--- src/common/des_regs.svh ---
// register offsets, field positions, reset values and timing counts of the scheduler
`ifndef DES_REGS_SVH
`define DES_REGS_SVH

// register offsets (byte addresses on the plain register port)
`define DES_OFS_CTRL 8'h00
`define DES_OFS_EFF 8'h04
`define DES_OFS_PRIO_ID 8'h08
`define DES_OFS_PRIO_MSK 8'h0C
`define DES_OFS_EMR1 8'h10
`define DES_OFS_REFI 8'h14
`define DES_OFS_STATUS 8'h18

// control register fields
`define DES_CTRL_MAP 0
`define DES_CTRL_GAP 1
`define DES_CTRL_SYNC 2
`define DES_CTRL_SREN 3

// efficiency register fields
`define DES_EFF_PBAP_LO 0
`define DES_EFF_PBAP_HI 7
`define DES_EFF_IDLE_LO 8
`define DES_EFF_IDLE_HI 11
`define DES_EFF_NREF_LO 12
`define DES_EFF_NREF_HI 15

// extended mode register 1: additive latency field
`define DES_EMR1_AL_LO 3
`define DES_EMR1_AL_HI 5

// reset values
`define DES_CTRL_RST 32'h0000_0000
`define DES_EFF_RST 32'h0000_0F00
`define DES_PRIO_ID_RST 16'h0000
`define DES_PRIO_MSK_RST 16'h0000
`define DES_EMR1_RST 16'h0000

// sizes
`define DES_MEM_WIDTH 16
`define DES_BURST_WORDS 4
`define DES_BURST_BYTES 8
`define DES_MAX_REF 4'h8
`define DES_IDLE_MAX 4'hF

// timing: times in ns, counts derived at the 40 ns clock period
`define DES_CLK_NS 40
`define DES_TRCD_NS 15
`define DES_TREFI_NS 7800
`define DES_TRCD_CYC (((`DES_TRCD_NS + `DES_CLK_NS - 1) / `DES_CLK_NS) < 1 ? 1 : \
  ((`DES_TRCD_NS + `DES_CLK_NS - 1) / `DES_CLK_NS))
`define DES_REFI_CYC (`DES_TREFI_NS / `DES_CLK_NS)

`endif

--- src/common/des_pkg.sv ---
// types shared by the scheduler and its input stage
package des_pkg;

  // one crossbar request
  typedef struct packed {
    logic write;
    logic [15:0] master_id;
    logic [26:0] addr;
    logic [3:0] bursts;
  } des_req_t;

  // queued request with its precomputed priority flag
  typedef struct packed {
    logic prio;
    des_req_t req;
  } des_qent_t;

  typedef enum logic [3:0] {
    CMD_NOP, CMD_ACT, CMD_RD, CMD_WR, CMD_PRE, CMD_PREA, CMD_REF, CMD_SRE, CMD_SRX
  } des_cmd_kind_t;

  // command towards the dram
  typedef struct packed {
    des_cmd_kind_t kind;
    logic [2:0] bank;
    logic [12:0] row;
    logic [9:0] col;
    logic auto_pre;
  } des_cmd_t;

  typedef enum logic [3:0] {
    ST_IDLE, ST_PRE, ST_ACT, ST_WAIT, ST_XFER, ST_PREA, ST_REF, ST_SR, ST_SRX
  } des_state_t;

endpackage

--- src/hdl/des_ib.sv ---
// one-entry interface stage between the crossbar and the command buffer
module des_ib (
  // clock and reset
  input wire logic clk_i,
  input wire logic rst_i,
  // mode: 0 one-cycle pass, 1 extra synchroniser cycle
  input wire logic sync_mode_i,
  // crossbar side
  input wire logic in_valid_i,
  input wire des_pkg::des_req_t in_req_i,
  output logic in_ready_o,
  // buffer side
  output logic out_valid_o,
  output des_pkg::des_req_t out_req_o,
  input wire logic out_ready_i
);

  logic full;
  logic aged;

  assign in_ready_o = !full;
  // the extra cycle costs throughput but is safe for unrelated clock ratios
  assign out_valid_o = full && (aged || !sync_mode_i);

  // hold one request until the buffer takes it
  always_ff @(posedge clk_i or posedge rst_i) begin
    if (rst_i) begin
      full <= 1'b0;
      aged <= 1'b0;
      out_req_o <= '0;
    end else if (!full && in_valid_i) begin
      full <= 1'b1;
      aged <= 1'b0;
      out_req_o <= in_req_i;
    end else if (out_valid_o && out_ready_i) begin
      full <= 1'b0;
      aged <= 1'b0;
    end else if (full) begin
      aged <= 1'b1;
    end
  end

endmodule

--- src/hdl/des_sched.sv ---
// dram command scheduler with auto-precharge, priority and postponed refresh
// How it works
// - address map select 0 interleaves banks using low address bits above the column.
// - a bank opens while other banks keep their rows open.
// - global auto-precharge turns every read into read with auto-precharge.
// - eight per-bank enables precharge only after a request's last burst.
// - global auto-precharge overrides the per-bank enables for reads.
// - additive latency of tRCD-1 lets the read follow the activate directly.
// - additive latency lives in the extended mode register 1 field.
// - master id matching priority id under mask raises request priority.
// - pending refreshes accumulate up to the programmed limit, at most eight.
// - buffers empty for idle count sends pending refreshes back to back.
// - idle threshold field is four bits, up to 15 cycles.
// - each refresh in a run rechecks that buffers are still empty.
// - pending count at limit makes one refresh urgent, taken ahead of queued requests once the executor is next idle.
// - with self-refresh enabled, pending refreshes wait until self-refresh entry.
// - each burst moves eight bytes as four 16-bit words.
// - requests enter through a stage with programmable synchroniser mode.
// - memory interface is 16 bits wide.
`include "des_regs.svh"
module des_sched #(
  parameter int REFI_CYC = `DES_REFI_CYC
) (
  // clock and reset
  input wire logic clk_i,
  input wire logic rst_i,
  // register port
  input wire logic [7:0] reg_addr_i,
  input wire logic [31:0] reg_wdata_i,
  input wire logic reg_wr_i,
  input wire logic reg_rd_i,
  output logic [31:0] reg_rdata_o,
  // crossbar requests
  input wire logic req_valid_i,
  input wire des_pkg::des_req_t req_i,
  output logic req_ready_o,
  // dram commands, one per cycle
  output des_pkg::des_cmd_t cmd_o,
  output logic [`DES_MEM_WIDTH-1:0] burst_words_o
);

  // registers
  logic [31:0] ctrl;
  logic [31:0] eff;
  logic [15:0] prio_id;
  logic [15:0] prio_msk;
  logic [15:0] emr1;
  logic [15:0] refi;

  // input stage and command buffer
  logic ib_valid;
  des_pkg::des_req_t ib_req;
  logic ib_ready;
  des_pkg::des_qent_t q [2];
  logic [1:0] qv;

  // executor
  des_pkg::des_state_t state;
  des_pkg::des_req_t cur;
  logic [2:0] cur_bank;
  logic [12:0] cur_row;
  logic [9:0] cur_col;
  logic [3:0] bursts_left;
  logic [2:0] wait_cnt;
  logic [7:0] bank_open;
  logic [12:0] open_row [8];

  // refresh bookkeeping
  logic [15:0] refi_cnt;
  logic [3:0] pending;
  logic [3:0] idle_cnt;
  logic urgent_sent;

  logic take;
  logic sel;
  logic buf_empty;
  logic idle_hit;
  logic [3:0] ref_limit;
  logic [2:0] al;
  logic [2:0] act_wait;
  logic refresh_now;
  logic interval_tick;
  logic row_ap;
  des_pkg::des_cmd_t next_cmd;

  assign al = emr1[`DES_EMR1_AL_HI:`DES_EMR1_AL_LO];
  // a limit of zero means refresh is not postponed at all
  assign ref_limit = (eff[`DES_EFF_NREF_HI:`DES_EFF_NREF_LO] == 4'h0) ? 4'h1 :
    (eff[`DES_EFF_NREF_HI:`DES_EFF_NREF_LO] > `DES_MAX_REF) ? `DES_MAX_REF :
    eff[`DES_EFF_NREF_HI:`DES_EFF_NREF_LO];
  // al of tRCD-1 or more removes the wait between activate and read
  assign act_wait = (al >= 3'(`DES_TRCD_CYC - 1)) ? 3'h0 :
    3'(`DES_TRCD_CYC - 1) - al;

  // programmable synchroniser stage in front of the buffer
  des_ib u_ib (
    .clk_i(clk_i),
    .rst_i(rst_i),
    .sync_mode_i(ctrl[`DES_CTRL_SYNC]),
    .in_valid_i(req_valid_i),
    .in_req_i(req_i),
    .in_ready_o(req_ready_o),
    .out_valid_o(ib_valid),
    .out_req_o(ib_req),
    .out_ready_i(ib_ready)
  );

  // register writes
  always_ff @(posedge clk_i or posedge rst_i) begin
    if (rst_i) begin
      ctrl <= `DES_CTRL_RST;
      eff <= `DES_EFF_RST;
      prio_id <= `DES_PRIO_ID_RST;
      prio_msk <= `DES_PRIO_MSK_RST;
      emr1 <= `DES_EMR1_RST;
      refi <= 16'(REFI_CYC);
    end else if (reg_wr_i) begin
      unique case (reg_addr_i)
        `DES_OFS_CTRL: ctrl <= {28'h0, reg_wdata_i[3:0]};
        `DES_OFS_EFF: eff <= {16'h0, reg_wdata_i[15:0]};
        `DES_OFS_PRIO_ID: prio_id <= reg_wdata_i[15:0];
        `DES_OFS_PRIO_MSK: prio_msk <= reg_wdata_i[15:0];
        `DES_OFS_EMR1: emr1 <= reg_wdata_i[15:0];
        `DES_OFS_REFI: refi <= reg_wdata_i[15:0];
        default: ;
      endcase
    end
  end

  // register reads, data one cycle after the strobe; unmapped reads return zero
  always_ff @(posedge clk_i or posedge rst_i) begin
    if (rst_i) begin
      reg_rdata_o <= 32'h0;
    end else if (reg_rd_i) begin
      unique case (reg_addr_i)
        `DES_OFS_CTRL: reg_rdata_o <= ctrl;
        `DES_OFS_EFF: reg_rdata_o <= eff;
        `DES_OFS_PRIO_ID: reg_rdata_o <= {16'h0, prio_id};
        `DES_OFS_PRIO_MSK: reg_rdata_o <= {16'h0, prio_msk};
        `DES_OFS_EMR1: reg_rdata_o <= {16'h0, emr1};
        `DES_OFS_REFI: reg_rdata_o <= {16'h0, refi};
        `DES_OFS_STATUS: reg_rdata_o <= {12'h0, 4'(state), bank_open, pending, 1'b0, qv,
          state == des_pkg::ST_SR};
        default: reg_rdata_o <= 32'h0;
      endcase
    end
  end

  // buffer selection: the second entry may pass only a normal entry of another master
  assign sel = qv[1] && q[1].prio && !q[0].prio &&
    (q[1].req.master_id != q[0].req.master_id);
  assign take = (state == des_pkg::ST_IDLE) && qv[0] && !refresh_now &&
    !(ctrl[`DES_CTRL_SREN] && pending != 4'h0 && 1'b0);
  assign ib_ready = !qv[1] || take;
  // a request still ageing in the stage counts as traffic, so idle cannot be misread
  assign buf_empty = (qv == 2'b00) && req_ready_o;

  // two-entry command buffer
  always_ff @(posedge clk_i or posedge rst_i) begin
    if (rst_i) begin
      qv <= 2'b00;
      q[0] <= '0;
      q[1] <= '0;
    end else begin
      logic [1:0] v;
      des_pkg::des_qent_t e0;
      des_pkg::des_qent_t nw;
      v = qv;
      e0 = q[0];
      nw.req = ib_req;
      nw.prio = ((ib_req.master_id ^ prio_id) & prio_msk) == 16'h0;
      if (take) begin
        if (!sel) begin
          e0 = q[1];
        end
        v = {1'b0, qv[1]};
      end
      if (ib_valid && ib_ready) begin
        if (!v[0]) begin
          e0 = nw;
          v[0] = 1'b1;
        end else begin
          q[1] <= nw;
          v[1] = 1'b1;
        end
      end
      q[0] <= e0;
      qv <= v;
    end
  end

  // refresh interval timer
  assign interval_tick = (refi_cnt == 16'h0);
  always_ff @(posedge clk_i or posedge rst_i) begin
    if (rst_i) begin
      refi_cnt <= 16'(REFI_CYC);
    end else if (interval_tick) begin
      refi_cnt <= refi;
    end else begin
      refi_cnt <= refi_cnt - 16'h1;
    end
  end

  // pending count: issue decrements, expiry increments up to the limit
  always_ff @(posedge clk_i or posedge rst_i) begin
    if (rst_i) begin
      pending <= 4'h0;
    end else begin
      logic [3:0] p;
      p = pending;
      // counting the refresh as it is chosen keeps a run from sending one too many
      if (next_cmd.kind == des_pkg::CMD_REF && p != 4'h0) begin
        p = p - 4'h1;
      end
      if (interval_tick && p < ref_limit) begin
        p = p + 4'h1;
      end
      pending <= p;
    end
  end

  // idle watch on the command buffer and the input stage
  assign idle_hit = (idle_cnt >= eff[`DES_EFF_IDLE_HI:`DES_EFF_IDLE_LO]);
  always_ff @(posedge clk_i or posedge rst_i) begin
    if (rst_i) begin
      idle_cnt <= 4'h0;
    end else if (!buf_empty || pending == 4'h0) begin
      idle_cnt <= 4'h0;
    end else if (idle_cnt != `DES_IDLE_MAX) begin
      idle_cnt <= idle_cnt + 4'h1;
    end
  end

  // refresh when idle long enough, or one urgent refresh at the limit;
  // with self-refresh enabled everything is held for self-refresh entry
  assign refresh_now = !ctrl[`DES_CTRL_SREN] && pending != 4'h0 &&
    ((buf_empty && idle_hit) || (pending >= ref_limit));

  // address split: mode 0 puts bank bits just above the page
  assign cur_col = cur.addr[10:1];
  assign cur_bank = ctrl[`DES_CTRL_MAP] ? cur.addr[26:24] : cur.addr[13:11];
  assign cur_row = ctrl[`DES_CTRL_MAP] ? cur.addr[23:11] : cur.addr[26:14];
  assign row_ap = (!cur.write && ctrl[`DES_CTRL_GAP]) ||
    (eff[`DES_EFF_PBAP_LO + cur_bank] && bursts_left == 4'h1);

  // next command
  always_comb begin
    next_cmd = '0;
    next_cmd.kind = des_pkg::CMD_NOP;
    next_cmd.bank = cur_bank;
    next_cmd.row = cur_row;
    next_cmd.col = cur_col;
    unique case (state)
      des_pkg::ST_PRE: next_cmd.kind = des_pkg::CMD_PRE;
      // the decode cycle after a pop only inspects the bank and sends nothing
      des_pkg::ST_ACT: next_cmd.kind = (wait_cnt == 3'h0) ? des_pkg::CMD_ACT : des_pkg::CMD_NOP;
      des_pkg::ST_XFER: begin
        next_cmd.kind = cur.write ? des_pkg::CMD_WR : des_pkg::CMD_RD;
        next_cmd.auto_pre = row_ap;
      end
      des_pkg::ST_PREA: next_cmd.kind = des_pkg::CMD_PREA;
      des_pkg::ST_REF: next_cmd.kind = (pending != 4'h0) ? des_pkg::CMD_REF : des_pkg::CMD_NOP;
      des_pkg::ST_SR: begin
        // held refreshes drain once inside self-refresh
        next_cmd.kind = (pending != 4'h0) ? des_pkg::CMD_REF : des_pkg::CMD_NOP;
      end
      des_pkg::ST_SRX: next_cmd.kind = des_pkg::CMD_SRX;
      default: next_cmd.kind = des_pkg::CMD_NOP;
    endcase
    if (state == des_pkg::ST_IDLE && ctrl[`DES_CTRL_SREN] && buf_empty &&
      bank_open == 8'h0) begin
      next_cmd.kind = des_pkg::CMD_SRE;
    end
  end

  // command and burst word count come from flops
  always_ff @(posedge clk_i or posedge rst_i) begin
    if (rst_i) begin
      cmd_o <= '0;
      burst_words_o <= '0;
    end else begin
      cmd_o <= next_cmd;
      burst_words_o <= (next_cmd.kind == des_pkg::CMD_RD || next_cmd.kind == des_pkg::CMD_WR) ?
        16'(`DES_BURST_WORDS) : 16'h0;
    end
  end

  // executor state machine
  always_ff @(posedge clk_i or posedge rst_i) begin
    if (rst_i) begin
      state <= des_pkg::ST_IDLE;
      cur <= '0;
      bursts_left <= 4'h0;
      wait_cnt <= 3'h0;
      urgent_sent <= 1'b0;
    end else begin
      unique case (state)
        des_pkg::ST_IDLE: begin
          if (next_cmd.kind == des_pkg::CMD_SRE) begin
            state <= des_pkg::ST_SR;
          end else if (refresh_now) begin
            state <= (bank_open != 8'h0) ? des_pkg::ST_PREA : des_pkg::ST_REF;
          end else if (take) begin
            cur <= sel ? q[1].req : q[0].req;
            // requests below one burst still use a whole burst
            bursts_left <= ((sel ? q[1].req.bursts : q[0].req.bursts) == 4'h0) ? 4'h1 :
              (sel ? q[1].req.bursts : q[0].req.bursts);
            state <= des_pkg::ST_ACT;
            wait_cnt <= 3'h1;
          end
        end
        des_pkg::ST_ACT: begin
          // wait_cnt 1 marks the decode cycle right after the buffer pop
          if (wait_cnt != 3'h0) begin
            wait_cnt <= 3'h0;
            if (bank_open[cur_bank] && open_row[cur_bank] == cur_row) begin
              state <= des_pkg::ST_XFER;
            end else if (bank_open[cur_bank]) begin
              state <= des_pkg::ST_PRE;
            end
          end else begin
            // other open banks are left alone
            wait_cnt <= act_wait;
            state <= (act_wait == 3'h0) ? des_pkg::ST_XFER : des_pkg::ST_WAIT;
          end
        end
        des_pkg::ST_PRE: state <= des_pkg::ST_ACT;
        des_pkg::ST_WAIT: begin
          wait_cnt <= wait_cnt - 3'h1;
          if (wait_cnt == 3'h1) begin
            state <= des_pkg::ST_XFER;
          end
        end
        des_pkg::ST_XFER: begin
          bursts_left <= bursts_left - 4'h1;
          cur.addr <= cur.addr + 27'(`DES_BURST_BYTES);
          if (bursts_left == 4'h1) begin
            state <= des_pkg::ST_IDLE;
          end else if (row_ap) begin
            state <= des_pkg::ST_ACT; // row was closed by the burst
          end
        end
        des_pkg::ST_PREA: state <= des_pkg::ST_REF;
        des_pkg::ST_REF: begin
          // an urgent refresh sends just one, then waits for idle again
          urgent_sent <= !buf_empty || !idle_hit;
          if (pending <= 4'h1 || !buf_empty || !idle_hit) begin
            state <= des_pkg::ST_IDLE;
          end
        end
        des_pkg::ST_SR: begin
          if ((!ctrl[`DES_CTRL_SREN] || !buf_empty) && pending == 4'h0) begin
            state <= des_pkg::ST_SRX;
          end
        end
        des_pkg::ST_SRX: state <= des_pkg::ST_IDLE;
        default: state <= des_pkg::ST_IDLE;
      endcase
    end
  end

  // per-bank open row tracking
  genvar b;
  generate
    for (b = 0; b < 8; b++) begin : g_bank
      always_ff @(posedge clk_i or posedge rst_i) begin
        if (rst_i) begin
          bank_open[b] <= 1'b0;
          open_row[b] <= 13'h0;
        end else if (next_cmd.kind == des_pkg::CMD_PREA) begin
          bank_open[b] <= 1'b0;
        end else if (next_cmd.bank == 3'(b)) begin
          if (next_cmd.kind == des_pkg::CMD_ACT) begin
            bank_open[b] <= 1'b1;
            open_row[b] <= next_cmd.row;
          end else if (next_cmd.kind == des_pkg::CMD_PRE || next_cmd.auto_pre) begin
            bank_open[b] <= 1'b0;
          end
        end
      end
    end
  endgenerate

endmodule

--- config.mk ---
export PLATFORM = sky130hd
export DESIGN_NAME = des_sched
export DESIGN_NICKNAME = d
export VERILOG_FILES = /design/src/common/des_pkg.sv /design/src/hdl/des_ib.sv /design/src/hdl/des_sched.sv
export VERILOG_INCLUDE_DIRS = /design/src /design/src/common
export SDC_FILE = /design/constraint.sdc
export NUM_CORES = 1
export LEC_CHECK = 0
export ABC_CLOCK_PERIOD_IN_PS = 27600
export BUFFER_PORTS_ARGS = -buffer_cell sky130_fd_sc_hd__clkbuf_2
export CORE_MARGIN = 4
export CORE_UTILIZATION = 59
export DETAILED_ROUTE_END_ITERATION = 12
export GPL_TIMING_DRIVEN = 0
export PLACE_DENSITY_LB_ADDON = 0.1
export SLEW_MARGIN = 10
export SYNTH_ARGS = -nofsm -noshare
export SYNTH_HDL_FRONTEND = slang
export SYNTH_SLANG_ARGS = --single-unit
--- constraint.sdc ---
create_clock -name clk_i -period 27.6 [get_ports clk_i]
set_input_delay 1.38 -clock clk_i [delete_from_list [all_inputs] [get_ports clk_i]]
set_output_delay 1.38 -clock clk_i [all_outputs]
set_load 0.02 [all_outputs]
==> results of run 1 <==
## critical path: cells and delay by family, from the launching register on
family	cells	cell delay [ps]
flip-flops	1	340
AO/OA/AOI/OAI	1	150
AND/OR/NAND/NOR	2	1020
multiplexers	1	540
buffers and inverters	5	1810
## metal layers
| layer | up-vias | track usage [%] | part of all wire [%] |
|---|---|---|---|
| li1 | 7601 | - | - |
| met1 | 8424 | 44.9 | 44 |
| met2 | 702 | 47.2 | 46 |
| met3 | 109 | 5.31 | 8.0 |
| met4 | 0 | 9.34 | 2.5 |
| met5 | - | 0 | 0 |
## kinds of logic (layout without fill, tap and decap cells)
group	after synthesis	count (layout)	share of synthesized area, %
AO/OA/AOI/OAI	447	447	12.9
XOR/XNOR	66	66	2.60
adder cells (fa/ha/maj)	25	25	1.41
buffers and inverters	213	430	4.41
flip-flops	457	457	51.5
multiplexers	355	355	17.7
other	1	28	0.0169
AND/OR/NAND/NOR	438	438	9.49
## final timing paths
kind                         start            to  slack [ps]  cells past startpoint
setup reg to reg           ctrl[0]  open_row[57]       23650                      9
setup / recovery           ctrl[0]  open_row[57]       23650                      9
max in group asynchronous    rst_i         q[89]       25100                      4
min in group asynchronous    rst_i  open_row[16]         930                      2
hold reg to reg             cur[6]      cmd_o[2]         420                      0
hold / removal              cur[6]      cmd_o[2]         420                      0
## layout make-up
class,count,area [µm²]
well taps,504,631
flip-flops and latches,457,11500
plain buffers,138,697
inverters,75,292
repair buffers,130,718
diodes,1,2.50
fillers,2825,11600
multi-input cells,1358,9900
clock buffers,71,1430
clock inverters,16,148
## flip-flops by register name, indices dropped and copies added, names as in the netlist, 20 cells and up
register	flops
q	96
open_row	104
reg_rdata_o	20
cur	27
cmd_o	31
u_ib.out_req_o	47
## cell usage after synthesis (all sizes together), types with 4 or more instances
library cell / instances
a21o: 15
a21oi: 114
a221o: 8
a221oi: 5
a222oi: 15
a22oi: 26
a2bb2oi: 4
a31oi: 8
a32oi: 6
and2: 5
and3: 22
buf: 69
clkbuf: 69
dfrtp: 445
dfstp: 12
ha: 25
inv: 75
mux2: 283
mux2i: 72
nand2: 138
nand2b: 15
nand3: 34
nand3b: 5
nand4: 10
nor2: 117
nor2b: 8
nor3: 40
nor3b: 10
nor4: 10
o211a: 7
o211ai: 4
o21ai: 133
o221ai: 15
o22a: 4
o22ai: 46
or3: 7
or3b: 4
or4: 4
xnor2: 38
xor2: 28
## report_power, final
| part | total (mW) | leakage [nW] | switching [mW] | internal [mW] |
|---|---|---|---|---|
| Sequential | 1.13 | 5.77 | 0.212 | 0.922 |
| Combinational | 1.17 | 4.91 | 0.638 | 0.528 |
| Clock | 0.650 | 0.784 | 0.273 | 0.377 |
| Total | 2.95 | 11.5 | 1.12 | 1.83 |
==> flow_metrics.tcl, run 1 <==
set metrics [dict create \
    final_cells 2750 \
    gp_routability_congestion 0.963 \
    setup_ws_ps 23650 \
    die_w_um 202 \
    die-height_um 202 \
    yosys-top-cells-area "dfrtp_1 (50%), mux2_2 (14%), mux2i_1 (3.2%), o21ai_0 (2.9%), a21oi_1 (2.6%)" \
    antenna_found_initial 1 \
    path_class "flip-flop to flip-flop" \
    clk_pin_slew_ps 60 \
    synthCells 2002 \
    path_cells "buf_6 -> buf_2 -> mux2i_1 -> inv_1 -> buf_1 -> nor3_2 -> clkbuf_1 -> nor2_1 -> a21oi_1" \
    skew_ps 14.5 \
    routed_wl_um 62700 \
    final_cell_mix "dfrtp_1 (445), mux2_2 (283), nand2_1 (137)" \
    slew_headroom_pct 15.5 \
    yosysTopAreaCell "dfrtp_1" \
    syn2layout_area_growth_pct 13.6 \
    vias_per_cell 6.12 \
    p_leak_nw 11.5 \
    dpl.cell_count 2662 \
    max_stage_delay_ps 900 \
    worstMarginPinSlew_ps 1230 \
    holdWs_ps 417 \
    wl_per_cell_um 22.8 \
    io_pins 173 \
    layout_min_cycle_time_ps 3950 \
    io_buffer_count 127 \
    insertion_delay_ps 590 \
    num_rows 70 \
    synth-edff-count 0 \
    critPathArrivalTime_ps 4470 \
    synth_area_per_cell_um2 11.1 \
    drv_slew 0 \
    drt_pre_antenna_iters 6 \
    irDropWorstVdd_uv 82.5 \
    yosysSeqAreaShare_pct 51.5 \
    drt-initial-drc-count 1524 \
    place_hpwl_um 44400 \
    finish.utilization_pct 68.5 \
    yosys_warnings 0 \
    nets 2326 \
    syn_area_mm2 0.0222 \
    cp_slowest_cell "nor3_2" \
    fmaxAchievable_ghz 0.253 \
    hold_class "flip-flop to flip-flop" \
    dp_slack_ps 23610 \
    die_area_mm2 0.0409 \
    cap_violations 0 \
    grt_pass1_vias 16904 \
    cts_buffers 48 \
    cts_max_level 2 \
    required_ps 28110 \
    start_kind "flip-flop" \
    layout-drive-gt1-share_pct 26.0 \
    postSynth.asyncResetShare_pct 100 \
    fin_tns_setup_ps 0 \
    ctsResizeCount 0 \
    grt_util_all_layers_pct 30.6 \
    fin_area_mm2 0.0253 \
    fin_crit_sh_pct 14.3 \
    placed_area_mm2 0.0237 \
    powerDensity_mw_per_mm2 117 \
    end_kind "flip-flop" \
    ant_nets 0 \
    power_mw 2.95 \
    layout_commonest_cell "dfrtp_1" \
    synth.distinct_cells 84 \
    rsz0062_at_grt "false" \
    crit_fanout 10 \
    drc 0 \
    core-area_mm2 0.0369 \
    start_util_pct 60.3 \
    grt_max_degree 125 \
    dr_total_vias 16836 \
    status "complete, no violations" \
    cts_tree "built" \
    hold_viol 0 \
    clk_path_buf_depth 3 \
    setup_viol 0 \
    cts.sinks 457 \
    synth.top_cell.area_share_pct 50.1 \
    ys.flop_type "dfrtp_1" \
    clock-root-buffer "clkbuf_16" \
    ys_ff_latch 457 \
    grt_pass1_wl_um 98400 \
    hold_buffers 0 \
    overflow 0 \
    post_cts_buffers 0 \
]
No activity file was read; power rests on OpenSTA's default activity.
==> run 2: changes to the inputs <==
Settings changed: ABC_CLOCK_PERIOD_IN_PS 27600 to 3370, CORE_UTILIZATION 59 to 55.
Clock period 27.6 ns to 3.37 ns, I/O delays scaled along.
==> flow_metrics.tcl, run 2 (synthesized netlist as in run 1, its figures left out) <==
set metrics [dict create \
    end_kind "flip-flop" \
    wl_per_cell_um 22.3 \
    slew_headroom_pct 16.4 \
    fmaxAchievable_ghz 0.307 \
    dpl.cell_count 2694 \
    grt_pass1_vias 17345 \
    die_w_um 209 \
    core-area_mm2 0.0398 \
    required_ps 3830 \
    power_mw 25.1 \
    critPathLaunch "eff[12]" \
    io_buffer_count 127 \
    clk_path_buf_depth 3 \
    holdWs_ps 185 \
    insertion_delay_ps 590 \
    r2r_slack_ps 110 \
    critPathArrivalTime_ps 3720 \
    irDropWorstVdd_uv 609 \
    reg2reg_from "eff[12]" \
    layout-drive-gt1-share_pct 27.4 \
    cap_violations 0 \
    io_pins 173 \
    insertedDiodeCount 0 \
    setup_viol 0 \
    die-height_um 209 \
    ant_nets 0 \
    start_util_pct 55.8 \
    skew_ps 14.5 \
    dr_total_vias 17066 \
    grt_pass1_wl_um 101000 \
    clock-root-buffer "clkbuf_16" \
    drc 0 \
    p_leak_nw 12.1 \
    nets 2416 \
    layout_commonest_cell "dfrtp_1" \
    vias_per_cell 5.97 \
    hold_class "input pin to flip-flop" \
    grt_util_all_layers_pct 29.0 \
    hold_viol 0 \
    largest_reg_flops 104 \
    antenna_found_initial 2 \
    start_kind "flip-flop" \
    clk_pin_slew_ps 60 \
    final_cell_mix "dfrtp_1 (444), mux2_2 (283), clkbuf_2 (142)" \
    drt-initial-drc-count 1543 \
    cts.sinks 457 \
    die_area_mm2 0.0437 \
    rsz0062_at_grt "true" \
    grt_max_degree 39 \
    num_rows 73 \
    drv_slew 0 \
    fin_crit_sh_pct 96.6 \
    powerDensity_mw_per_mm2 940 \
    layout_min_cycle_time_ps 3260 \
    final_cells 2861 \
    routed_wl_um 63700 \
    syn2layout_area_growth_pct 19.8 \
    cts_max_level 2 \
    worstMarginPinSlew_ps 1220 \
    place_hpwl_um 45300 \
    crit_fanout 10 \
    gp_routability_congestion 0.947 \
    largestRegisters "open_row: 104 flops, q: 96 flops, u_ib.out_req_o: 47 flops" \
    cts_tree "built" \
    r2r_cells 11 \
    cp-endpoint "q[21]" \
    rr_endpoint "q[21]" \
    drt_pre_antenna_iters 6 \
    cts_buffers 50 \
    overflow 0 \
    status "complete, no violations" \
    path_class "flip-flop to flip-flop" \
    top_register "open_row" \
]
run 2: changes by cell type in the layout (fill, tap and decap cells not counted), moves of 11 or more:
cell           delta
mux2i_1          -11
clkbuf_2         +15
buf_2            -11
dlygate4sd3_1    +66
buf_12           +14
buf_4            +16
run 2: worst min path at each step:
stage	start	cells after the start	to	slack, ps
after floorplan	reg_rd_i	1	reg_rdata_o[16]	280
after global placement	cur[6]	0	cmd_o[2]	390
after detailed placement	rst_i	2	cmd_o[13]	220
after CTS	rst_i	3	open_row[92]	160
after global routing	reg_wr_i	3	prio_id[10]	200
final	reg_addr_i[6]	4	reg_rdata_o[14]	180
run 2: final cells by class:
class	count	area [µm²]
tap	525	657
timing repair buffer	222	1690
inverter	75	288
clock inverter	15	290
fill	3163	13200
multi-input combinational	1358	10100
buffer	134	754
sequential	457	11500
clock buffer	75	1430
run 2: worst max-delay path, cell delays in order (launching register included):
cell	delay, ps
dfrtp_1	450
o21a_1	230
ha_1	260
nand2b_1	140
a21o_1	170
a21o_1	160
a21o_1	220
a22o_4	320
o21ai_0	180
nor4b_4	320
clkbuf_4	320
mux2_2	360
run 2: what timing repair did:
item	4_1_cts	5_1_grt
endpoints found under the hold margin	239	0
resized for setup	44	34
setup endpoints to repair	129	136
buffers inserted	4	11
hold buffers	66	0
pin swaps	3	4
run 2: through the flow:
stage | instance area [µm²] | utilization, % | setup WS [ps] | TNS [ps]
after floorplan | 22300 | - | -2970 | -1337520
after global placement | 23600 | 59.3 | -5520 | -2504020
after detailed placement | 23900 | 60.0 | -502 | -27840
after CTS | 26500 | 66.5 | 23.5 | 0
after global routing | 26600 | 66.9 | -49.1 | -89.8
final | 26600 | 66.9 | 114 | 0
run 2: where the power goes:
group	switching, mW	total, mW	leakage, nW	internal, mW
Clock	2.25	5.77	0.837	3.53
Combinational	5.32	9.94	5.47	4.62
Sequential	1.79	9.34	5.77	7.55
run 2: routing by layer:
metal	share of wire, %	GRT usage, %	vias to the layer above
li1	-	-	7754
met1	44	41.8	8595
met2	47	46.2	593
met3	6.5	4.40	120
met4	2.7	8.62	4
met5	0.049	0	-
